--- src/include/mcr_pkg.sv ---
// package for the mac configuration, transmit queue and receive status block
package mcr_pkg;

    // ****************************************************************
    // register offsets (byte addresses)
    // ****************************************************************
    localparam logic [7:0] MCR_OFF_CONFIG  = 8'h04;
    localparam logic [7:0] MCR_OFF_STATUS  = 8'h08;
    localparam logic [7:0] MCR_OFF_TX_ADDR = 8'h0c;
    localparam logic [7:0] MCR_OFF_TX_CTRL = 8'h10;
    localparam logic [7:0] MCR_OFF_TX_STAT = 8'h14;
    localparam logic [7:0] MCR_OFF_RX_QPTR = 8'h18;
    localparam logic [7:0] MCR_OFF_RX_STAT = 8'h20;
    localparam logic [7:0] MCR_OFF_CONTROL = 8'h00;

    // ****************************************************************
    // field positions and reset values
    // ****************************************************************
    localparam int MCR_CTL_UNLOCK   = 7;
    localparam int MCR_CTL_BACKP    = 8;
    localparam int MCR_CFG_SPEED    = 0;
    localparam int MCR_CFG_FDX      = 1;
    localparam int MCR_CFG_PROMISC  = 4;
    localparam int MCR_CFG_NOBCAST  = 5;
    localparam int MCR_CFG_MHASH    = 6;
    localparam int MCR_CFG_UHASH    = 7;
    localparam int MCR_CFG_LONG     = 8;
    localparam int MCR_CFG_DIV_LO   = 10;
    localparam int MCR_CFG_RETRY    = 12;
    localparam int MCR_CFG_RMII     = 13;
    localparam logic [31:0] MCR_CTL_MASK   = 32'h0000_0180;
    localparam logic [31:0] MCR_CFG_MASK   = 32'h0000_3df7;
    localparam logic [31:0] MCR_CFG_RESET  = 32'h0000_0800;
    localparam int MCR_TCR_NOFCS    = 15;
    localparam int MCR_LEN_W        = 11;
    localparam int MCR_TS_OVR       = 0;
    localparam int MCR_TS_COL       = 1;
    localparam int MCR_TS_RLE       = 2;
    localparam int MCR_TS_IDLE      = 3;
    localparam int MCR_TS_BNQ       = 4;
    localparam int MCR_TS_COMP      = 5;
    localparam int MCR_TS_UND       = 6;
    localparam int MCR_RS_BNA       = 0;
    localparam int MCR_RS_REC       = 1;
    localparam int MCR_RS_OVR       = 2;

    // ****************************************************************
    // frame limits and timing
    // ****************************************************************
    localparam logic [10:0] MCR_MAX_FCS      = 11'd1514;
    localparam logic [10:0] MCR_MAX_NOFCS    = 11'd1518;
    localparam logic [10:0] MCR_RX_MAX       = 11'd1518;
    localparam logic [10:0] MCR_RX_MAX_LONG  = 11'd1522;
    localparam logic [6:0]  MCR_JAM_BITS     = 7'd64;
    localparam logic [2:0]  MCR_FIFO_START   = 3'd2;
    localparam logic [1:0]  MCR_DIV_RESET    = 2'b10;

    // one queued transmit request
    typedef struct packed {
        logic        valid;
        logic [31:0] addr;
        logic [10:0] len;
        logic        nofcs;
    } mcr_txreq_s;

    // receive frame summary from the phy-side receiver
    typedef struct packed {
        logic        start;
        logic        done;
        logic [47:0] dest;
        logic [10:0] len;
        logic        crc_ok;
    } mcr_rxfrm_s;

    typedef enum logic [1:0] {MCR_TX_IDLE, MCR_TX_WAIT, MCR_TX_SEND} mcr_txst_e;

    // whole state of the block except the pin synchronisers
    typedef struct packed {
        logic [31:0] ctl;
        logic [31:0] cfg;
        mcr_txreq_s  pend;
        mcr_txreq_s  cur;
        mcr_txst_e   txst;
        logic [6:0]  tstat;
        logic [2:0]  rstat;
        logic [31:0] rqptr;
        logic [31:0] rdata;
        logic [5:0]  mdc_cnt;
        logic        mdc;
        logic [6:0]  jam_cnt;
        logic        rx_busy;
        logic        rx_keep;
    } mcr_state_s;

endpackage

--- src/verilog/mcr_regs.sv ---
// register file, transmit queue and receive status logic of a 10/100 mac
`timescale 1ns/10ps

// Operation
// [RL1] unlock bit lets software write statistics counters
// [RL2] back pressure in half duplex jams 64 bits
// [RL3] speed bit is indication only
// [RL4] full duplex ignores collision and carrier sense
// [RL5] promiscuous accepts all, broadcast rejection drops broadcasts; code drops bad crc and oversize even in promiscuous mode
// [RL6] hash index from crc selects hash bit
// [RL7] accept 1518 bytes, 1522 with long enable
// [RL8] management clock divides by 8/16/32/64, reset 32
// [RL9] retry test forces one slot gap
// [RL10] reduced interface select picks rmii or mii
// [RL11] status shows mdio level and management busy
// [RL12] tx address reads back buffer in use
// [RL13] non-zero length starts transmit, oversize flagged
// [RL14] software writes address before length
// [RL15] start after two fifo words, length stable
// [RL16] skip fcs append sends length as given
// [RL17] write while queue full sets overrun
// [RL18] collision, done, retry flags clear on one
// [RL19] idle and queue-free flags follow queue
// [RL20] dma starvation sets underrun, forces bad crc
// [RL21] rx queue pointer word aligned, reads current
// [RL22] no-buffer and frame-stored flags clear on one
// [RL23] unassigned bits read zero, ignore writes
module mcr_regs
    import mcr_pkg::*;
(
    input  wire logic        clk_in,
    input  wire logic        sys_rst_in,
    input  wire logic [7:0]  addr_in,
    input  wire logic [31:0] wdata_in,
    input  wire logic        wr_in,
    input  wire logic        rd_in,
    output logic      [31:0] rdata_out,
    input  wire logic        mdio_pin_in,
    input  wire logic        mgmt_busy_in,
    input  wire logic        col_pin_in,
    input  wire logic        crs_pin_in,
    input  wire logic [2:0]  fifo_words_in,
    input  wire logic        dma_starve_in,
    input  wire logic        retry_limit_in,
    input  wire logic        tx_done_in,
    input  wire logic [31:0] tx_cur_addr_in,
    input  wire mcr_rxfrm_s  rx_frame_in,
    input  wire logic [63:0] hash_table_in,
    input  wire logic [47:0] station_addr_in,
    input  wire logic        rx_buf_owned_in,
    input  wire logic        rx_stored_in,
    input  wire logic        rx_overrun_in,
    input  wire logic [31:0] rx_cur_ptr_in,
    output logic             tx_start_out,
    output mcr_txreq_s       tx_req_out,
    output logic             tx_force_bad_crc_out,
    output logic             tx_col_honour_out,
    output logic             rx_during_tx_ok_out,
    output logic             jam_out,
    output logic             slot_gap_out,
    output logic             rmii_mode_out,
    output logic             mdc_out,
    output logic             rx_accept_out,
    output logic             stats_wr_en_out
);

    // ****************************************************************
    // helpers
    // ****************************************************************
    // six-bit hash index: low six bits of the crc32 of the destination
    function automatic logic [5:0] hash_idx(input logic [47:0] da);
        logic [31:0] crc;
        crc = 32'hffff_ffff;
        for (int i = 0; i < 48; i++) begin
            if (crc[0] ^ da[i]) begin
                crc = (crc >> 1) ^ 32'hedb8_8320;
            end else begin
                crc = crc >> 1;
            end
        end
        return crc[5:0];
    endfunction

    // half period of the management clock in master clock cycles
    function automatic logic [5:0] mdc_half(input logic [1:0] code);
        return 6'(6'h04 << code);
    endfunction

    // ****************************************************************
    // synchronisers for pins
    // ****************************************************************
    logic [2:0] pin_s1_r;
    logic [2:0] pin_s2_r;
    always_ff @(posedge clk_in) begin
        pin_s1_r <= {crs_pin_in, col_pin_in, mdio_pin_in};
        pin_s2_r <= pin_s1_r;
    end
    logic mdio_s;
    logic col_s;
    logic crs_s;
    assign mdio_s = pin_s2_r[0];
    assign col_s  = pin_s2_r[1];
    assign crs_s  = pin_s2_r[2];

    mcr_state_s st_r;
    mcr_state_s st_nxt;

    // ****************************************************************
    // combinational next state
    // ****************************************************************
    logic wr_ctl;
    logic wr_cfg;
    logic wr_tar;
    logic wr_tcr;
    logic wr_tsr;
    logic wr_rqp;
    logic wr_rsr;
    logic queue_free;
    logic fdx;
    logic [10:0] rx_limit;
    logic is_bcast;
    logic is_mcast;
    logic hash_hit;

    assign wr_ctl = wr_in && addr_in == MCR_OFF_CONTROL;
    assign wr_cfg = wr_in && addr_in == MCR_OFF_CONFIG;
    assign wr_tar = wr_in && addr_in == MCR_OFF_TX_ADDR;
    assign wr_tcr = wr_in && addr_in == MCR_OFF_TX_CTRL;
    assign wr_tsr = wr_in && addr_in == MCR_OFF_TX_STAT;
    assign wr_rqp = wr_in && addr_in == MCR_OFF_RX_QPTR;
    assign wr_rsr = wr_in && addr_in == MCR_OFF_RX_STAT;
    assign fdx    = st_r.cfg[MCR_CFG_FDX];
    // queue free unless one frame waits while another transmits
    assign queue_free = !(st_r.pend.valid && st_r.cur.valid); // RL19
    assign rx_limit = st_r.cfg[MCR_CFG_LONG] ? MCR_RX_MAX_LONG : MCR_RX_MAX; // RL7
    assign is_bcast = &rx_frame_in.dest;
    assign is_mcast = rx_frame_in.dest[0];
    assign hash_hit = hash_table_in[hash_idx(rx_frame_in.dest)];

    always_comb begin
        logic accept;
        logic [6:0] ts_set;
        logic [2:0] rs_set;
        accept = 1'b0;
        ts_set = 7'h00;
        rs_set = 3'h0;
        st_nxt = st_r;

        // control and configuration writes keep only assigned bits
        if (wr_ctl) begin
            st_nxt.ctl = wdata_in & MCR_CTL_MASK; // RL23
        end
        if (wr_cfg) begin
            st_nxt.cfg = wdata_in & MCR_CFG_MASK; // RL23
        end

        // transmit queue: address first, then length queues the frame
        if (wr_tar || wr_tcr) begin
            if (!queue_free) begin
                ts_set[MCR_TS_OVR] = 1'b1; // RL17
            end
        end
        if (wr_tar && queue_free) begin
            st_nxt.pend.addr = wdata_in; // RL14
        end
        if (wr_tcr && queue_free && wdata_in[MCR_LEN_W-1:0] != 11'd0) begin
            st_nxt.pend.len   = wdata_in[MCR_LEN_W-1:0]; // RL13
            st_nxt.pend.nofcs = wdata_in[MCR_TCR_NOFCS]; // RL16
            st_nxt.pend.valid = 1'b1;
        end

        // promote pending request once the current frame is done
        case (st_r.txst)
            MCR_TX_IDLE: begin
                if (st_r.pend.valid) begin
                    st_nxt.cur        = st_r.pend;
                    st_nxt.pend.valid = 1'b0;
                    st_nxt.txst       = MCR_TX_WAIT;
                end
            end
            MCR_TX_WAIT: begin
                if (fifo_words_in >= MCR_FIFO_START) begin
                    st_nxt.txst = MCR_TX_SEND; // RL15
                end
            end
            MCR_TX_SEND: begin
                if (tx_done_in) begin
                    ts_set[MCR_TS_COMP] = 1'b1; // RL18
                    st_nxt.cur.valid    = 1'b0;
                    st_nxt.txst         = MCR_TX_IDLE;
                end
                if (dma_starve_in) begin
                    ts_set[MCR_TS_UND] = 1'b1; // RL20
                end
            end
            default: begin
                st_nxt.txst = MCR_TX_IDLE;
            end
        endcase

        // collision is ignored in full duplex
        if (col_s && !fdx) begin
            ts_set[MCR_TS_COL] = 1'b1; // RL4 RL18
        end
        if (retry_limit_in) begin
            ts_set[MCR_TS_RLE] = 1'b1; // RL18
        end

        // sticky transmit flags: set wins over write-one clear
        begin
            logic [6:0] clr;
            clr = wr_tsr ? (wdata_in[6:0] & 7'h67) : 7'h00;
            st_nxt.tstat = (st_r.tstat & ~clr) | ts_set; // RL18
        end

        // receive address filter on frame completion
        if (rx_frame_in.done) begin
            if (st_r.cfg[MCR_CFG_PROMISC]) begin
                accept = 1'b1; // RL5
            end else if (is_bcast) begin
                accept = !st_r.cfg[MCR_CFG_NOBCAST]; // RL5
            end else if (is_mcast) begin
                accept = st_r.cfg[MCR_CFG_MHASH] && hash_hit; // RL6
            end else begin
                accept = rx_frame_in.dest == station_addr_in
                      || (st_r.cfg[MCR_CFG_UHASH] && hash_hit); // RL6
            end
            accept = accept && rx_frame_in.crc_ok && rx_frame_in.len <= rx_limit; // RL7
        end
        st_nxt.rx_keep = accept;

        // receive dma buffer lookup retried at every frame start
        if (rx_frame_in.start && rx_buf_owned_in) begin
            rs_set[MCR_RS_BNA] = 1'b1; // RL22
        end
        if (rx_stored_in) begin
            rs_set[MCR_RS_REC] = 1'b1; // RL22
        end
        if (rx_overrun_in) begin
            rs_set[MCR_RS_OVR] = 1'b1;
        end
        begin
            logic [2:0] rclr;
            rclr = wr_rsr ? wdata_in[2:0] : 3'h0;
            st_nxt.rstat = (st_r.rstat & ~rclr) | rs_set; // RL22
        end

        // rx pointer forced to word alignment; otherwise tracks dma
        if (wr_rqp) begin
            st_nxt.rqptr = {wdata_in[31:2], 2'b00}; // RL21
        end else begin
            st_nxt.rqptr = {rx_cur_ptr_in[31:2], 2'b00}; // RL21
        end

        // back pressure: jam 64 bits on each received frame in half duplex
        if (st_r.jam_cnt != 7'd0) begin
            st_nxt.jam_cnt = st_r.jam_cnt - 7'd1;
        end else if (rx_frame_in.start && st_r.ctl[MCR_CTL_BACKP] && !fdx) begin
            st_nxt.jam_cnt = MCR_JAM_BITS; // RL2
        end

        // management clock divider
        if (st_r.mdc_cnt >= mdc_half(st_r.cfg[MCR_CFG_DIV_LO +: 2]) - 6'd1) begin
            st_nxt.mdc_cnt = 6'd0;
            st_nxt.mdc     = !st_r.mdc; // RL8
        end else begin
            st_nxt.mdc_cnt = st_r.mdc_cnt + 6'd1;
        end

        // read data, one cycle after the strobe
        st_nxt.rdata = 32'h0;
        if (rd_in) begin
            case (addr_in)
                MCR_OFF_CONTROL: st_nxt.rdata = st_r.ctl;
                MCR_OFF_CONFIG:  st_nxt.rdata = st_r.cfg; // RL3
                MCR_OFF_STATUS:  st_nxt.rdata = {29'h0, mgmt_busy_in, mdio_s, 1'b0}; // RL11
                MCR_OFF_TX_ADDR: begin
                    st_nxt.rdata = st_r.cur.valid ? tx_cur_addr_in : st_r.pend.addr; // RL12
                end
                MCR_OFF_TX_CTRL: begin
                    st_nxt.rdata = {16'h0, st_r.cur.nofcs, 4'h0, st_r.cur.len}; // RL15 RL16
                end
                MCR_OFF_TX_STAT: begin
                    st_nxt.rdata = {25'h0, st_r.tstat[6:5], queue_free,
                                    !st_r.pend.valid && !st_r.cur.valid,
                                    st_r.tstat[2:0]}; // RL19
                end
                MCR_OFF_RX_QPTR: st_nxt.rdata = st_r.rqptr; // RL21
                MCR_OFF_RX_STAT: st_nxt.rdata = {29'h0, st_r.rstat};
                default:         st_nxt.rdata = 32'h0; // RL23
            endcase
        end
    end

    // ****************************************************************
    // state register
    // ****************************************************************
    always_ff @(posedge clk_in) begin
        if (sys_rst_in) begin
            st_r         <= '0;
            st_r.cfg     <= MCR_CFG_RESET; // RL8
            st_r.txst    <= MCR_TX_IDLE;
        end else begin
            st_r <= st_nxt;
        end
    end

    // ****************************************************************
    // outputs
    // ****************************************************************
    logic oversize;
    assign oversize = st_r.cur.len > (st_r.cur.nofcs ? MCR_MAX_NOFCS : MCR_MAX_FCS); // RL13
    assign rdata_out            = st_r.rdata;
    assign tx_start_out         = st_r.txst == MCR_TX_WAIT && fifo_words_in >= MCR_FIFO_START;
    assign tx_req_out           = st_r.cur;
    assign tx_force_bad_crc_out = st_r.tstat[MCR_TS_UND] || oversize; // RL20
    assign tx_col_honour_out    = !fdx && (col_s || crs_s); // RL4
    assign rx_during_tx_ok_out  = fdx; // RL4
    assign jam_out              = st_r.jam_cnt != 7'd0; // RL2
    assign slot_gap_out         = st_r.cfg[MCR_CFG_RETRY]; // RL9
    assign rmii_mode_out        = st_r.cfg[MCR_CFG_RMII]; // RL10
    assign mdc_out              = st_r.mdc;
    assign rx_accept_out        = st_r.rx_keep;
    assign stats_wr_en_out      = st_r.ctl[MCR_CTL_UNLOCK]; // RL1
endmodule
--- config.mk ---
export PLATFORM = sky130hd
export DESIGN_NAME = mcr_regs
export DESIGN_NICKNAME = d
export VERILOG_FILES = /design/src/include/mcr_pkg.sv /design/src/verilog/mcr_regs.sv
export SDC_FILE = /design/constraint.sdc
export NUM_CORES = 1
export LEC_CHECK = 0
export BUFFER_PORTS_ARGS = -buffer_cell sky130_fd_sc_hd__buf_4
export CAP_MARGIN = 10
export CORE_AREA = 4 4 165 167
export CTS_BUF_LIST = sky130_fd_sc_hd__clkbuf_4 sky130_fd_sc_hd__clkbuf_8
export DETAILED_ROUTE_END_ITERATION = 10
export DIE_AREA = 0 0 169 171
export PLACE_DENSITY = 0.78
export SYNTH_ARGS = -nofsm -noshare
export SYNTH_HDL_FRONTEND = slang
export SYNTH_SLANG_ARGS = --single-unit
--- constraint.sdc ---
create_clock -name clk_in -period 5.35 [get_ports clk_in]
set_clock_uncertainty 0.2 [all_clocks]
set_input_delay 1.07 -clock clk_in [delete_from_list [all_inputs] [get_ports clk_in]]
set_output_delay 1.07 -clock clk_in [all_outputs]
set_load 0.03 [all_outputs]
==> metrics.yaml <==
run_status: "finished, final reports clean"
max_freq_ghz: 0.195
fin_crit_ps: 5140
worst_slew_pin_slew_ps: 1020
post_cts.repair.setup_buffers: 0
synth_simple_gate_area_share_pct: 14.9
synthesis.nets: 1652
place_hpwl_mm: 32.3
gp_congestion: 0.946
post-route-drc-count: 0
coreArea_um2: 25800
ys.warnings.count: 0
overflow: 0
cts_tree: "yes"
clock_sinks: 197
drtIter0Drc: 1112
first_pass_iters: 5
cts_hold_buf: 0
antenna_left: 0
port_buffers: 378
synth_edf_count: 0
die-area_um2: 28900
grt_pass1_wl_mm: 61.0
hp-class: "reg -> reg"
htreeDepth: 4
ys.flop_type: "dfxtp_1"
seq_area_frac_synth_pct: 32.4
tns_ps: 0
drive_above_1_share_pct: 34.7
synth_top_family_by_area: "XOR/XNOR gates"
setup_viol: 0
rsz0062_at_grt: "false"
synthArstFlopShare_pct: 0
hp-start: "pin_s1_r[2]"
path_max_fanout: 4
fin_crit_sh_pct: 96.0
r2r_start: "tx_req_out[44]"
clk_path_buf_depth: 2
die_w_um: 169
maxSlewViolCount: 0
cts_buffers: 17
vias: 11100
syn_area_um2: 12200
drt-total-wl_mm: 41.3
synth_top_cell_by_area: "dfxtp_1"
grt_pass1_vias: 10900
critPathRequiredTime_ps: 5510
cts-root-buf: "clkbuf_8"
grt_start_max_net_pins: 92
synthAdderAreaFrac_pct: 1.23
arrival_ps: 5300
maxCapViolCount: 0
wl_per_cell_um: 20.4
worstSetupPathType: "in -> reg"
cts_resized: 0
synth_mux_area_share_pct: 7.26
path_clk_slew_ps: 110
rows: 59
viasPerCell: 5.51
relSlewSlack_pct: 31.9
synthTopCellsByArea: "dfxtp_1 32%, xnor2_1 8.9%, nand2_1 8.3%, a21oi_1 6.0%, xnor3_1 5.5%"
critPathLaunchType: "primary input"
synthCells: 1345
antenna_found_initial: 2
grt_use_total_pct: 27.1
layout.nets: 1981
avgSynthCellArea_um2: 9.06
synth-seq-cells: 197
clk_latency_ps: 480
ioPinCount: 382
netlist-cell-type-count: 58
synthXorXnorAreaFrac_pct: 25.3
die_h_um: 171
setup.worst_path.start: "rx_frame_in[13]"
yosysTopAreaCellShare_pct: 32.4
syn_to_final_growth_pct: 28.3
initial_utilization_pct: 47.3
hold_viol: 0
synth_compound_area_share_pct: 10.8
crit_path_end_kind: "flop"
==> sequential cells by signal, summed over array words and instances (netlist names) <==
name,cells
mdc_out,1
pin_s1_r,3
pin_s2_r,3
rdata_out,32
rmii_mode_out,1
rx_accept_out,1
rx_during_tx_ok_out,1
slot_gap_out,1
st_r,108
stats_wr_en_out,1
tx_req_out,45
==> placed cells by master (no fill, tap or decap), types with 4 or more instances in the layout <==
cell type / Yosys / final
o21ai_0: 6 / 6
a21oi_1: 147 / 147
mux2i_1: 19 / 19
buf_4: 82 / 471
xnor3_2: 10 / 10
ha_1: 12 / 12
mux2_2: 34 / 34
xnor3_1: 30 / 30
nor2_1: 61 / 60
nor4_1: 13 / 13
clkbuf_8: 0 / 17
xnor2_1: 124 / 123
inv_1: 10 / 10
xor2_1: 59 / 59
nor3_1: 14 / 12
and3_1: 6 / 6
xnor2_2: 9 / 10
xor3_1: 8 / 8
mux4_2: 8 / 8
nand3_1: 21 / 21
and2_1: 4 / 4
dfxtp_1: 197 / 196
nand4_1: 20 / 20
mux4_1: 5 / 5
a22oi_1: 38 / 38
a222oi_1: 6 / 6
nor2b_1: 5 / 5
a31oi_1: 8 / 8
nand2_1: 269 / 269
==> cell type report <==
class	instances	area (um^2)
antenna	2	5.00
clock buffer	18	241
timing repair buffer	472	3560
sequential	197	3950
fill	2157	10100
clock inverter	13	146
inverter	10	37.5
tap	335	419
multi-input combinational	976	7280
==> critical path: stages <==
cell and delay (ps):
buf_4 140, ha_1 340, xor3_2 290, buf_4 170
xnor2_2 140, buf_4 150, xnor2_1 290, xnor3_1 480
xnor3_1 250, xor2_1 190, xnor2_1 140, xnor2_1 440
mux4_2 390, mux2_2 300, a2111oi_2 400, o41ai_2 120
==> cell usage after synthesis (10+ instances only) <==
master / number
nand2_1: 269
inv_1: 10
buf_4: 82
mux2_2: 34
xor2_1: 59
nor4_1: 13
ha_1: 12
nand3_1: 21
clkbuf_1: 68
nor2_1: 61
xnor3_1: 30
xnor2_1: 124
a21oi_1: 147
dfxtp_1: 197
a22oi_1: 38
nand4_1: 20
nor3_1: 14
mux2i_1: 19
xnor3_2: 10
==> through the flow <==
stage                     instance area [um^2]  utilization (%)  hold slack, ps  instances  setup WS [ps]
after global routing                     15600             60.7             148       2023           40.9
after CTS                                15600             60.6             140       2021            215
after detailed placement                 15200             59.1             114       1990           -313
after floorplan                          12200                -             110       1345           48.2
after global placement                   15200             59.1             111       1990           -235
final                                    15600             60.7             136       2023            212
==> routing by layer <==
layer  up-vias  share of wire [%]  GRT usage, %
met4         0                3.7          10.7
met5         -                  0             0
met1      5261                 39          34.9
li1       5161                  -             -
met3       106                9.3          4.51
met2       614                 48          45.7
==> cell families after synthesis <==
family,after synthesis
DFF,197
AOI/OAI and AO/OA,222
muxes,66
buffers and inverters,172
xor gates and xnor gates,249
adders and majority gates,12
and+or+nand+nor,427
==> path summary, 6_finish.rpt <==
kind	endpoint	slack (ps)	cells after the start
setup / recovery	rx_accept_out	210	16
hold / removal	pin_s2_r[2]	140	0
setup reg to reg	st_r[139]	2670	6
hold reg to reg	pin_s2_r[2]	140	0
Power is not shown: default switching activity piles up to over one toggle a cycle in this logic, so the estimate is an artifact.
